==> src/core/led_seq_pkg.sv <==
/*
 * led_seq_pkg: shared constants, types and register map of the
 * led illumination sequencer.
 * assumes: a 40 MHz system clock and a 32-bit classic wishbone bus.
 */
package led_seq_pkg;

	// ------------------------------------------------------------
	// clock and timing
	// ------------------------------------------------------------
	localparam int CLK_HZ        = 40_000_000;
	localparam int BLANK_MIN_NS  = 25_000;
	// least time: round up to whole cycles
	localparam int BLANK_CYCLES  =
		(BLANK_MIN_NS * (CLK_HZ / 1_000_000) + 999) / 1000;
	// the blank opens on the 3rd clock after the gate strobe rises, blank_o on the 4th
	localparam int BLANK_DELAY   = 2;

	// ------------------------------------------------------------
	// register map (byte addresses)
	// ------------------------------------------------------------
	localparam logic [7:0] ADDR_CTRL   = 8'h00;
	localparam logic [7:0] ADDR_SLOTS  = 8'h04;
	localparam logic [7:0] ADDR_STATUS = 8'h08;

	// ctrl fields
	localparam int CTRL_MONO_BIT   = 0;
	localparam int CTRL_LAST_LSB   = 1;
	localparam int CTRL_BLANK_BIT  = 3;
	localparam int CTRL_WIDTH      = 4;
	// reset: colour mode, four states, blanking on
	localparam logic [3:0] CTRL_RESET  = 4'he;
	// slots: four 2-bit selections, slot 0 in bits 1:0
	localparam int SLOT_WIDTH      = 2;
	localparam int SLOT_COUNT      = 4;
	// reset: red, green, blue, off
	localparam logic [7:0] SLOTS_RESET = 8'he4;

	// status fields
	localparam int STAT_STATE_LSB  = 0;
	localparam int STAT_DONE_BIT   = 2;
	localparam int STAT_DRIVE_LSB  = 3;
	localparam int STAT_BLANK_BIT  = 6;
	localparam int STAT_FSM_LSB    = 7;

	// ------------------------------------------------------------
	// types
	// ------------------------------------------------------------
	typedef enum logic [1:0] {
		SEL_RED   = 2'h0,
		SEL_GREEN = 2'h1,
		SEL_BLUE  = 2'h2,
		SEL_OFF   = 2'h3
	} led_sel_t;

	typedef enum logic [2:0] {
		ST_IDLE = 3'h1,
		ST_RUN  = 3'h2,
		ST_HOLD = 3'h4
	} seq_fsm_t;

	typedef struct packed {
		logic       blank_en;
		logic [1:0] last_state;
		logic       mono;
	} ctrl_t;

	typedef struct packed {
		logic blue;
		logic green;
		logic red;
	} led_drive_t;

endpackage : led_seq_pkg

==> src/core/blank_timer.sv <==
/*
 * blank_timer: delayed one-shot that marks the led blanking window.
 * assumes: start_i is a one-cycle pulse on clk_i; a new pulse restarts
 * the window.
 */
`timescale 1ns/1ps
module blank_timer
	import led_seq_pkg::*;
#(
	parameter int DELAY  = BLANK_DELAY,
	parameter int CYCLES = BLANK_CYCLES
) (
	input  wire logic clk_i,
	input  wire logic rst_i,
	input  wire logic start_i,
	output logic      busy_o
);

	// ------------------------------------------------------------
	// start delay line
	// ------------------------------------------------------------
	logic [DELAY-1:0] delay_line;
	logic [15:0]      remain;
	wire              launch = delay_line[DELAY-1];

	always_ff @(posedge clk_i) begin
		if (rst_i)
			delay_line <= '0;
		else
			delay_line <= {delay_line[DELAY-2:0], start_i};
	end

	// ------------------------------------------------------------
	// window counter
	// ------------------------------------------------------------
	always_ff @(posedge clk_i) begin
		if (rst_i) begin
			remain <= 16'h0000;
			busy_o <= 1'b0;
		end else if (launch) begin
			remain <= 16'(CYCLES - 1);
			busy_o <= 1'b1;
		end else if (remain != 16'h0000) begin
			remain <= remain - 16'h0001;
		end else begin
			busy_o <= 1'b0;
		end
	end

endmodule : blank_timer

==> src/core/led_sequencer.sv <==
/*
 * led_sequencer: led illumination sequence machine with a classic
 * wishbone register slave.
 * assumes: strobes and period_end_i are synchronous to clk_i; the scan
 * timing controller pulses the transfer gate once per line in colour mode.
 */
`timescale 1ns/1ps
module led_sequencer
	import led_seq_pkg::*;
#(
	parameter int STATES      = SLOT_COUNT,
	parameter int BLANK_COUNT = BLANK_CYCLES
) (
	input  wire logic        clk_i,
	input  wire logic        rst_i,
	// wishbone slave
	input  wire logic        wb_cyc_i,
	input  wire logic        wb_stb_i,
	input  wire logic        wb_we_i,
	input  wire logic [7:0]  wb_adr_i,
	input  wire logic [3:0]  wb_sel_i,
	input  wire logic [31:0] wb_dat_i,
	output logic [31:0]      wb_dat_o,
	output logic             wb_ack_o,
	// scan timing strobes
	input  wire logic        line_start_strobe_i,
	input  wire logic        transfer_gate_strobe_i,
	input  wire logic        period_end_i,
	// led drive
	output logic             led_red_o,
	output logic             led_green_o,
	output logic             led_blue_o,
	output logic             blank_o,
	output logic [1:0]       sequence_state_o,
	output logic             sequence_done_o
);

	// ------------------------------------------------------------
	// selection helpers
	// ------------------------------------------------------------
	function automatic led_sel_t slot_of(
		input logic [7:0] slots,
		input logic [1:0] idx
	);
		logic [1:0] raw;
		raw = slots[idx*SLOT_WIDTH +: SLOT_WIDTH];
		slot_of = led_sel_t'(raw);
	endfunction : slot_of

	function automatic logic is_reg(
		input logic [7:0] adr,
		input logic [7:0] off
	);
		is_reg = (adr[7:2] == off[7:2]);
	endfunction : is_reg

	// ------------------------------------------------------------
	// register storage
	// ------------------------------------------------------------
	ctrl_t                  ctrl;
	logic [7:0]             slots;

	// ------------------------------------------------------------
	// sequence state
	// ------------------------------------------------------------
	seq_fsm_t               fsm;
	seq_fsm_t               next_fsm;
	logic [1:0]             sequence_state_counter;
	logic [1:0]             next_counter;
	logic                   tg_prev;
	logic                   blank_busy;
	led_drive_t             drive;
	led_drive_t             next_drive;

	// ------------------------------------------------------------
	// bus decode
	// ------------------------------------------------------------
	wire bus_req    = wb_cyc_i & wb_stb_i;
	wire bus_commit = bus_req & wb_ack_o;
	wire wr_commit  = bus_commit & wb_we_i;
	wire hit_ctrl   = is_reg(wb_adr_i, ADDR_CTRL);
	wire hit_slots  = is_reg(wb_adr_i, ADDR_SLOTS);
	wire hit_status = is_reg(wb_adr_i, ADDR_STATUS);
	wire wr_ctrl    = wr_commit & hit_ctrl & wb_sel_i[0];
	wire wr_slots   = wr_commit & hit_slots & wb_sel_i[0];

	// ------------------------------------------------------------
	// strobe decode
	// ------------------------------------------------------------
	wire start_hit  = line_start_strobe_i
	                & transfer_gate_strobe_i;
	wire tg_rise    = transfer_gate_strobe_i & ~tg_prev;
	wire colour_adv = tg_rise
	                & ~line_start_strobe_i;
	// the end-of-enable input is the only mono trigger, no strobe needed
	wire mono_adv   = period_end_i;
	wire advance    = ctrl.mono ? mono_adv : colour_adv;
	wire at_last    = (sequence_state_counter
	                  == ctrl.last_state);
	// blanking is a colour feature; mono users clear blank_en
	wire blank_go   = tg_rise & ctrl.blank_en;

	// ------------------------------------------------------------
	// current selection
	// ------------------------------------------------------------
	led_sel_t cur_sel;
	assign cur_sel = slot_of(slots, sequence_state_counter);

	wire lit = (fsm == ST_RUN) & ~blank_busy;

	// ------------------------------------------------------------
	// status word
	// ------------------------------------------------------------
	logic [31:0] status_word;
	assign status_word = {
		22'h000000,
		fsm,
		blank_busy,
		drive,
		(fsm == ST_HOLD),
		sequence_state_counter
	};

	logic [31:0] rd_mux;
	assign rd_mux =
		hit_ctrl   ? {28'h0000000, ctrl} :
		hit_slots  ? {24'h000000, slots} :
		hit_status ? status_word :
		32'h00000000;

	// ------------------------------------------------------------
	// wishbone slave
	// ------------------------------------------------------------
	// ack one cycle after the request, dropped the cycle after; writes
	// land on the edge at which the master samples ack
	always_ff @(posedge clk_i) begin
		if (rst_i) begin
			wb_ack_o <= 1'b0;
			wb_dat_o <= 32'h00000000;
		end else begin
			wb_ack_o <= bus_req & ~wb_ack_o;
			wb_dat_o <= (bus_req & ~wb_ack_o) ? rd_mux : 32'h00000000;
		end
	end

	always_ff @(posedge clk_i) begin
		if (rst_i)
			ctrl <= ctrl_t'(CTRL_RESET);
		else if (wr_ctrl)
			ctrl <= ctrl_t'(wb_dat_i[CTRL_WIDTH-1:0]);
	end

	always_ff @(posedge clk_i) begin
		if (rst_i)
			slots <= SLOTS_RESET;
		else if (wr_slots)
			slots <= wb_dat_i[7:0];
	end

	// ------------------------------------------------------------
	// sequence machine
	// ------------------------------------------------------------
	always_comb begin
		next_fsm     = fsm;
		next_counter = sequence_state_counter;
		case (fsm)
			ST_IDLE: begin
				if (start_hit) begin
					next_fsm     = ST_RUN;
					next_counter = 2'h0;
				end
			end
			ST_RUN: begin
				if (start_hit) begin
					// restart overrides any step in progress
					next_counter = 2'h0;
				end else if (advance) begin
					if (at_last)
						next_fsm = ST_HOLD;
					else
						next_counter =
							sequence_state_counter + 2'h1;
				end
			end
			ST_HOLD: begin
				// counter holds the last value, nothing wraps
				if (start_hit) begin
					next_fsm     = ST_RUN;
					next_counter = 2'h0;
				end
			end
			default: begin
				next_fsm     = ST_IDLE;
				next_counter = 2'h0;
			end
		endcase
	end

	always_ff @(posedge clk_i) begin
		if (rst_i) begin
			fsm                    <= ST_IDLE;
			sequence_state_counter <= 2'h0;
			tg_prev                <= 1'b0;
		end else begin
			fsm                    <= next_fsm;
			sequence_state_counter <= next_counter;
			tg_prev                <= transfer_gate_strobe_i;
		end
	end

	// ------------------------------------------------------------
	// blanking window
	// ------------------------------------------------------------
	// drive is shunted while the current dac settles
	blank_timer #(
		.DELAY  (BLANK_DELAY),
		.CYCLES (BLANK_COUNT)
	) u_blank (
		.clk_i   (clk_i),
		.rst_i   (rst_i),
		.start_i (blank_go),
		.busy_o  (blank_busy)
	);

	// ------------------------------------------------------------
	// led drive decode
	// ------------------------------------------------------------
	// one compare per colour keeps the enables mutually exclusive
	genvar g;
	generate
		for (g = 0; g < 3; g = g + 1) begin : g_colour
			assign next_drive[g] = lit
				& (cur_sel == led_sel_t'(g));
		end
	endgenerate

	always_ff @(posedge clk_i) begin
		if (rst_i) begin
			drive            <= '0;
			led_red_o        <= 1'b0;
			led_green_o      <= 1'b0;
			led_blue_o       <= 1'b0;
			blank_o          <= 1'b0;
			sequence_state_o <= 2'h0;
			sequence_done_o  <= 1'b0;
		end else begin
			drive            <= next_drive;
			led_red_o        <= next_drive.red;
			led_green_o      <= next_drive.green;
			led_blue_o       <= next_drive.blue;
			blank_o          <= blank_busy;
			sequence_state_o <= next_counter;
			// in mono the hold is reached within one line
			sequence_done_o  <= (next_fsm == ST_HOLD);
		end
	end

endmodule : led_sequencer

==> config.mk <==
export PLATFORM = sky130hd
export DESIGN_NAME = led_sequencer
export DESIGN_NICKNAME = d
export VERILOG_FILES = /design/src/core/led_seq_pkg.sv /design/src/core/blank_timer.sv /design/src/core/led_sequencer.sv
export SDC_FILE = /design/constraint.sdc
export NUM_CORES = 1
export LEC_CHECK = 0
export ABC_CLOCK_PERIOD_IN_PS = 3000
export CORE_MARGIN = 2
export CORE_UTILIZATION = 40
export CTS_CLUSTER_SIZE = 28
export DETAILED_ROUTE_END_ITERATION = 6
export DONT_BUFFER_PORTS = 1
export RECOVER_POWER = 100
export SLEW_MARGIN = 20
export SYNTH_ARGS = -nofsm -noshare
export SYNTH_HDL_FRONTEND = slang
export SYNTH_SLANG_ARGS = --single-unit
==> constraint.sdc <==
create_clock -name clk_i -period 3 [get_ports clk_i]
set_input_delay 0.15 -clock clk_i [delete_from_list [all_inputs] [get_ports clk_i]]
set_output_delay 0.15 -clock clk_i [all_outputs]
set_load 0.03 [all_outputs]
==> results of run 1 <==
-- report_power, final --
group | leakage, nW | switching [mW] | internal, mW
Combinational | 0.535 | 0.427 | 0.291
Sequential | 0.431 | 0.115 | 0.802
Clock | 0.0481 | 0.242 | 0.166
-- layer usage --
metal	routed length, um	GRT usage [%]	up-vias	part of all wire, %
met5	0	0	-	0
met4	89	5.72	0	1.7
met3	284	3.76	8	5.3
met2	2420	24.4	52	45
met1	2560	20.9	965	48
li1	-	-	1013	-
-- worst register-to-register path: stages (launching register included) --
cell	delay, ns
dfxtp_1	0.37
inv_1	0.11
ha_1	0.23
or4b_2	0.74
or4_2	0.58
a31oi_1	0.17
-- cell usage in the layout (no fill, tap or decap), types with 3 or more instances in the layout --
cell type and instances:
a211o_1 7, a21oi_1 12, a22oi_1 4, a31oi_1 8
and4_1 4, clkbuf_8 5, conb_1 22, dfxtp_1 53
dlygate4sd3_1 9, inv_1 10, mux2i_1 8, nand2_1 13
nand2b_1 7, nand3_1 4, nand4_1 3, nor2_1 30
nor2b_1 10, nor3_1 6, nor3b_1 4, nor4_1 9
o21ai_0 9, o31ai_1 6, or3_1 5, or3_2 3
or4_1 7
-- registers in the layout (all words and copies together), names as in the netlist --
name,count
u_blank.remain,16
wb_dat_o,10
slots,8
ctrl,4
drive,3
fsm,3
sequence_state_o,2
u_blank.delay_line,2
blank_o,1
sequence_done_o,1
tg_prev,1
u_blank.busy_o,1
wb_ack_o,1
-- final timing paths --
kind,from,to,slack [ns],depth (start not counted)
setup reg to reg,u_blank.remain[0]$_SDFFE_PP0P_,u_blank.remain[6]$_SDFFE_PP0P_,0.74,5
hold / removal,rst_i,u_blank.remain[13]$_SDFFE_PP0P_,0.02,3
setup / recovery,u_blank.remain[0]$_SDFFE_PP0P_,u_blank.remain[6]$_SDFFE_PP0P_,0.74,5
hold reg to reg,u_blank.delay_line[0]$_SDFF_PP0_,u_blank.delay_line[1]$_SDFF_PP0_,0.46,1
-- stage by stage --
stage / hold WS, ns / util (%)
finish: 0.0169 / 44.5
global route: 0.0183 / 44.5
CTS: 0.00639 / 44.7
detailed placement: 0.230 / 41.6
global placement: 0.227 / 41.6
floorplan: 0.262 / -
-- synthesized netlist by cell type, types with 5 or more instances --
cell type | count | share of area, %
dfxtp_1 | 53 | 42
nor2_1 | 30 | 4.5
buf_4 | 22 | 6.5
nand2_1 | 13 | 1.9
a21oi_1 | 12 | 2.4
clkbuf_1 | 12 | 1.8
inv_1 | 10 | 1.5
nor2b_1 | 10 | 2.5
nor4_1 | 9 | 2.2
o21ai_0 | 9 | 1.8
a31oi_1 | 8 | 2.0
mux2i_1 | 8 | 3.2
a211o_1 | 7 | 2.4
nand2b_1 | 7 | 1.7
nor3_1 | 6 | 1.2
o31ai_1 | 6 | 1.8
or4_1 | 6 | 1.8
or3_1 | 5 | 1.2
-- layout make-up --
type                       instances  area, um^2
clock inverter                     3        22.5
multi-input combinational        209        1290
sequential                        53        1060
inverter                          11        41.3
timing repair buffer              12         106
fill                             618        3340
tap                               75        93.8
clock buffer                       5        68.8
-- kinds of logic after synthesis --
family / after synthesis / share of synthesized area [%]
AO/OA/AOI/OAI: 57 / 15.2
XOR/XNOR: 2 / 0.693
adder cells (fa/ha/maj): 2 / 0.990
buffers and inverters: 45 / 9.95
flip-flops: 53 / 42.0
multiplexers: 10 / 4.95
other: 1 / 0.148
AND/OR/NAND/NOR: 116 / 26.1
==> reports/results.tsv, run 1 <==
metric	value	unit
status	completed	
Final Cycle Share	75.5	%
detailed router's first-iteration violation count	142	
final hold viol count	0	
vias per cell	5.54	
Clock Skew	0.0167	ns
Setup TNS	0	ns
Seq/Total Area, Yosys	42.0	%
DIE AREA	6970	um^2
wire length per cell	14.5	um
IO Port Bufs	0	
Cell variety after synth	46	
startpoint class of the critical path	flop	
power consumption	2.04	mW
WS Path Type	flop to flop	
vias in the first global route	1893	
min Tclk post-route	2.26	ns
Vias	2038	
CTS Hold Bufs	10	
GPL Wtd Cong	0.779	
CP max FO	9	
Place WS	0.755	ns
I/O pins	92	
Antenna Nets Post-Route	0	
critical path required time	3.24	ns
Crit. End Element	flop	
share of cells above drive strength 1	7.17	%
Area Overhead vs Synth	6.19	%
pin count of the biggest net entering global routing	31	
worst-margin pin slew	0.623	ns
Initial DRT Pass Iterations	4	
warnings from Yosys	0	
die width	83.5	um
CTS Buffer Depth	2	
post-CTS setup buffers	0	
initial core utilization	41.9	%
Residual DRC	0	
clock sink count	53	
crit-path cells	inv_1, ha_1, or4b_2, or4_2, a31oi_1	
Placed Area	2500	um^2
max_cap viols	0	
Worst path top cell family by delay	simple AND/OR/NAND/NOR gates	
H-tree depth	2	
final setup margin	0.736	ns
Num CTS Buffers	5	
syn_area_per_cell	8.84	um^2
first-pass GRT wire length	8.93	mm
ant diodes	0	
Core Footprint	6030	um^2
Max IR drop VDD	0.508	mV
f_max	0.442	GHz
initial antenna violation count	0	
Final Slew Violations	0	
CTS tree	done	
PwrDens	761	nW/um^2
Congestion Overflow GR	0	
clock-pin slew on the worst setup and hold paths	0.10	ns
slew margin rel.	58.1	%
Layout Nets	346	
post-DP HPWL	3.73	mm
RSZ-0062 raised after global routing	false	
Root Buffer	clkbuf_8	
critical path's slowest cell	or4b_2	
Inst Count DP	350	
Post-synth EDFFs	0	
Buf+Inv Stages, Crit Path	1	
Non-Filler Instances	368	
Rows	28	
Detailed Route WL	5.35	mm
#FFs+latches synth	53	
Synth Flop Type	dfxtp_1	
hold crit path type	input port to flop	
CTS resizes	0	
Die Ht	83.5	um
GRT Util Overall	15.6	%
post-route cell area	2680	um^2
worst skew pair latency	0.31	ns
Worst Path Arrival	2.50	ns
Crit path largest cell delay	0.74	ns
Mapped Area	2530	um^2
Syn Inst Count	286	
LEAKAGE	1.01	nW
Setup violations, final	0	
asr flop ratio synth	0	%
No activity file was read; power rests on OpenSTA's default activity.
==> run 2: changes to the inputs <==
--- a/config.mk
+++ b/config.mk
@@ -5,7 +5,7 @@
 export SDC_FILE = /design/constraint.sdc
 export NUM_CORES = 1
 export LEC_CHECK = 0
-export ABC_CLOCK_PERIOD_IN_PS = 3000
+export ABC_CLOCK_PERIOD_IN_PS = 2300
 export CORE_MARGIN = 2
 export CORE_UTILIZATION = 40
 export CTS_CLUSTER_SIZE = 28
==> constraint.sdc (replaced) <==
create_clock -name clk_i -period 2.3 [get_ports clk_i]
set_input_delay 0.115 -clock clk_i [delete_from_list [all_inputs] [get_ports clk_i]]
set_output_delay 0.115 -clock clk_i [all_outputs]
set_load 0.03 [all_outputs]
==> run 2 against run 1 <==
Effect of this change: clock power rose by 30%; wire length grew 1.7%; register-to-register slack worse by 0.59 ns; non-clock buffer count is 8 higher; sequential share of layout area down 1.3 points; final cell count grew 2.2%; maximum frequency is 5.3% higher; die area is the same; sequential cell count stayed put; clock skew is 0.0016 ns higher; design area increased by 3.4%; clock-buffer cell count stayed put; critical endpoint is now u_blank.remain[15]$_SDFFE_PP0P_; largest power group unchanged.
==> reports/results.tsv, run 2 (same netlist as run 1, synthesis figures left out) <==
metric	value	unit	change
status	completed		
end of the worst hold path	wb_dat_o[1]$_SDFF_PP0_		
RSZ-0062 raised after global routing	false		
RR Startpoint	u_blank.remain[6]$_SDFFE_PP0P_		
wire length per cell	14.5	um	-0.44%
Max IR drop VDD	0.674	mV	+33%
Final Slew Violations	0		unchanged
Most flops, register	u_blank.remain		
r2r worst-path depth	4		-1
wl on met1	2.55	mm	-0.31%
Die Ht	83.5	um	unchanged
LEAKAGE	1.06	nW	+4.6%
Vias	2044		+0.29%
startpoint class of the critical path	flop		
WS Path Type	flop to flop		
Detailed Route WL	5.44	mm	+1.7%
vias per cell	5.44		-1.8%
worst-margin pin slew	0.682	ns	+0.0590 ns
Hold Path Depth	2		-1
r2r setup slk	0.15	ns	-0.59 ns
hold path startpoint	wb_adr_i[2]		
post-DP HPWL	3.75	mm	+0.60%
DIE AREA	6970	um^2	unchanged
pin count of the biggest net entering global routing	34		+9.7%
Regs by FF count	u_blank.remain (16), wb_dat_o (10), slots (8)		
min Tclk post-route	2.15	ns	-0.114 ns
die width	83.5	um	unchanged
Antenna Nets Post-Route	0		unchanged
commonest non-fill, non-tap cell in the layout	dfxtp_1		
Core Footprint	6030	um^2	unchanged
Final Cycle Share	93.4	%	+18 points
GPL Wtd Cong	0.801		+2.9%
Residual DRC	0		unchanged
PwrDens	986	nW/um^2	+29%
critical path required time	2.54	ns	-0.70 ns
first-pass GRT wire length	9.06	mm	+1.5%
CP max FO	9		unchanged
CTS Buffer Depth	2		unchanged
DR top layer	met4		
routed wl met3	390	um	+37%
Setup TNS	0	ns	unchanged
Clock Skew	0.0183	ns	+0.00164 ns
Crit. End Element	flop		
f_max	0.465	GHz	+5.3%
slew margin rel.	54.5	%	-3.5 points
detailed router's first-iteration violation count	101		-29%
CTS tree	done		
Root Buffer	clkbuf_8		
Worst Path Arrival	2.39	ns	-0.11 ns
clock-pin slew on the worst setup and hold paths	0.11	ns	about the same
max reg flops	16		unchanged
RR Endpoint	u_blank.remain[15]$_SDFFE_PP0P_		
power consumption	2.74	mW	+34%
IO Port Bufs	0		unchanged
fill cell count	597		-3.4%
share of cells above drive strength 1	8.97	%	+1.8 points
Congestion Overflow GR	0		unchanged
clock sink count	53		unchanged
Num CTS Buffers	5		unchanged
Place WS	0.132	ns	-0.622 ns
max_cap viols	0		unchanged
H-tree depth	2		unchanged
Rows	28		unchanged
Area Overhead vs Synth	9.75	%	
commonest cells after routing, fill and taps aside	dfxtp_1 (53), nor2_1 (30), conb_1 (22)		
worst skew pair latency	0.31	ns	about the same
metal2 WL	2.46	mm	+1.7%
final setup margin	0.151	ns	-0.586 ns
hold crit path type	input port to flop		
ant diodes	0		unchanged
Setup violations, final	0		unchanged
Initial DRT Pass Iterations	4		unchanged
GRT Util Overall	15.8	%	+0.27 points
final hold viol count	0		unchanged
Layout Nets	354		+2.3%
initial antenna violation count	0		unchanged
initial core utilization	41.9	%	unchanged
I/O pins	92		unchanged
vias in the first global route	1889		-0.21%
run 2: per-stage QoR:
stage          hold WS [ns]  std cells  instance area (um^2)  util [%]
6_report            0.00813        376                  2770      46.0
5_1_grt              0.0182        376                  2770      46.0
4_1_cts             0.00592        376                  2770      46.0
3_5_place_dp          0.193        356                  2550      42.3
3_3_place_gp          0.191        356                  2550      42.3
2_1_floorplan         0.227        307                  2610         -
run 2: area by class of cell:
| type | instances | area (um^2) | share of cell area, % |
|---|---|---|---|
| multi-input combinational | 209 | 1310 | 47.0 |
| sequential | 53 | 1060 | 38.2 |
| timing repair buffer | 20 | 183 | 6.59 |
| tap | 75 | 93.8 | 3.38 |
| clock buffer | 5 | 68.8 | 2.48 |
| inverter | 11 | 41.3 | 1.49 |
| clock inverter | 3 | 21.3 | 0.767 |
run 2: worst max-delay path by stage:
stage	start	end	slack, ns	cells after the start
floorplan	u_blank.remain[0]$_SDFFE_PP0P_	u_blank.remain[6]$_SDFFE_PP0P_	0.19	6
global placement	u_blank.remain[0]$_SDFFE_PP0P_	u_blank.remain[6]$_SDFFE_PP0P_	0.16	5
detailed placement	u_blank.remain[0]$_SDFFE_PP0P_	u_blank.remain[6]$_SDFFE_PP0P_	0.13	5
CTS	u_blank.remain[0]$_SDFFE_PP0P_	u_blank.remain[6]$_SDFFE_PP0P_	0.12	5
global route	u_blank.remain[6]$_SDFFE_PP0P_	u_blank.remain[14]$_SDFFE_PP0P_	0.06	4
finish	u_blank.remain[6]$_SDFFE_PP0P_	u_blank.remain[15]$_SDFFE_PP0P_	0.15	4
run 2: routing by layer:
metal / up-vias / global-route usage, %
li1: 1032 / -
met1: 936 / 22.2
met2: 72 / 23.8
met3: 4 / 3.56
met4: 0 / 5.87
met5: - / 0
run 2: repair_timing:
action	in CTS	in global routing
setup endpoints to repair	0	2
resized for setup	0	3
setup buffers	0	0
hold endpoints to repair	36	0
hold buffers	12	0
run 2: where the power goes:
part	internal [mW]	switching, mW
Sequential	1.05	0.144
Combinational	0.440	0.576
Clock	0.217	0.312
run 2: critical path, stage by stage, from the launching register on:
cell and delay (ns):
dfxtp_1 0.38, or4_4 0.56, a2111o_1 0.51, or4_1 0.50, a21oi_1 0.15
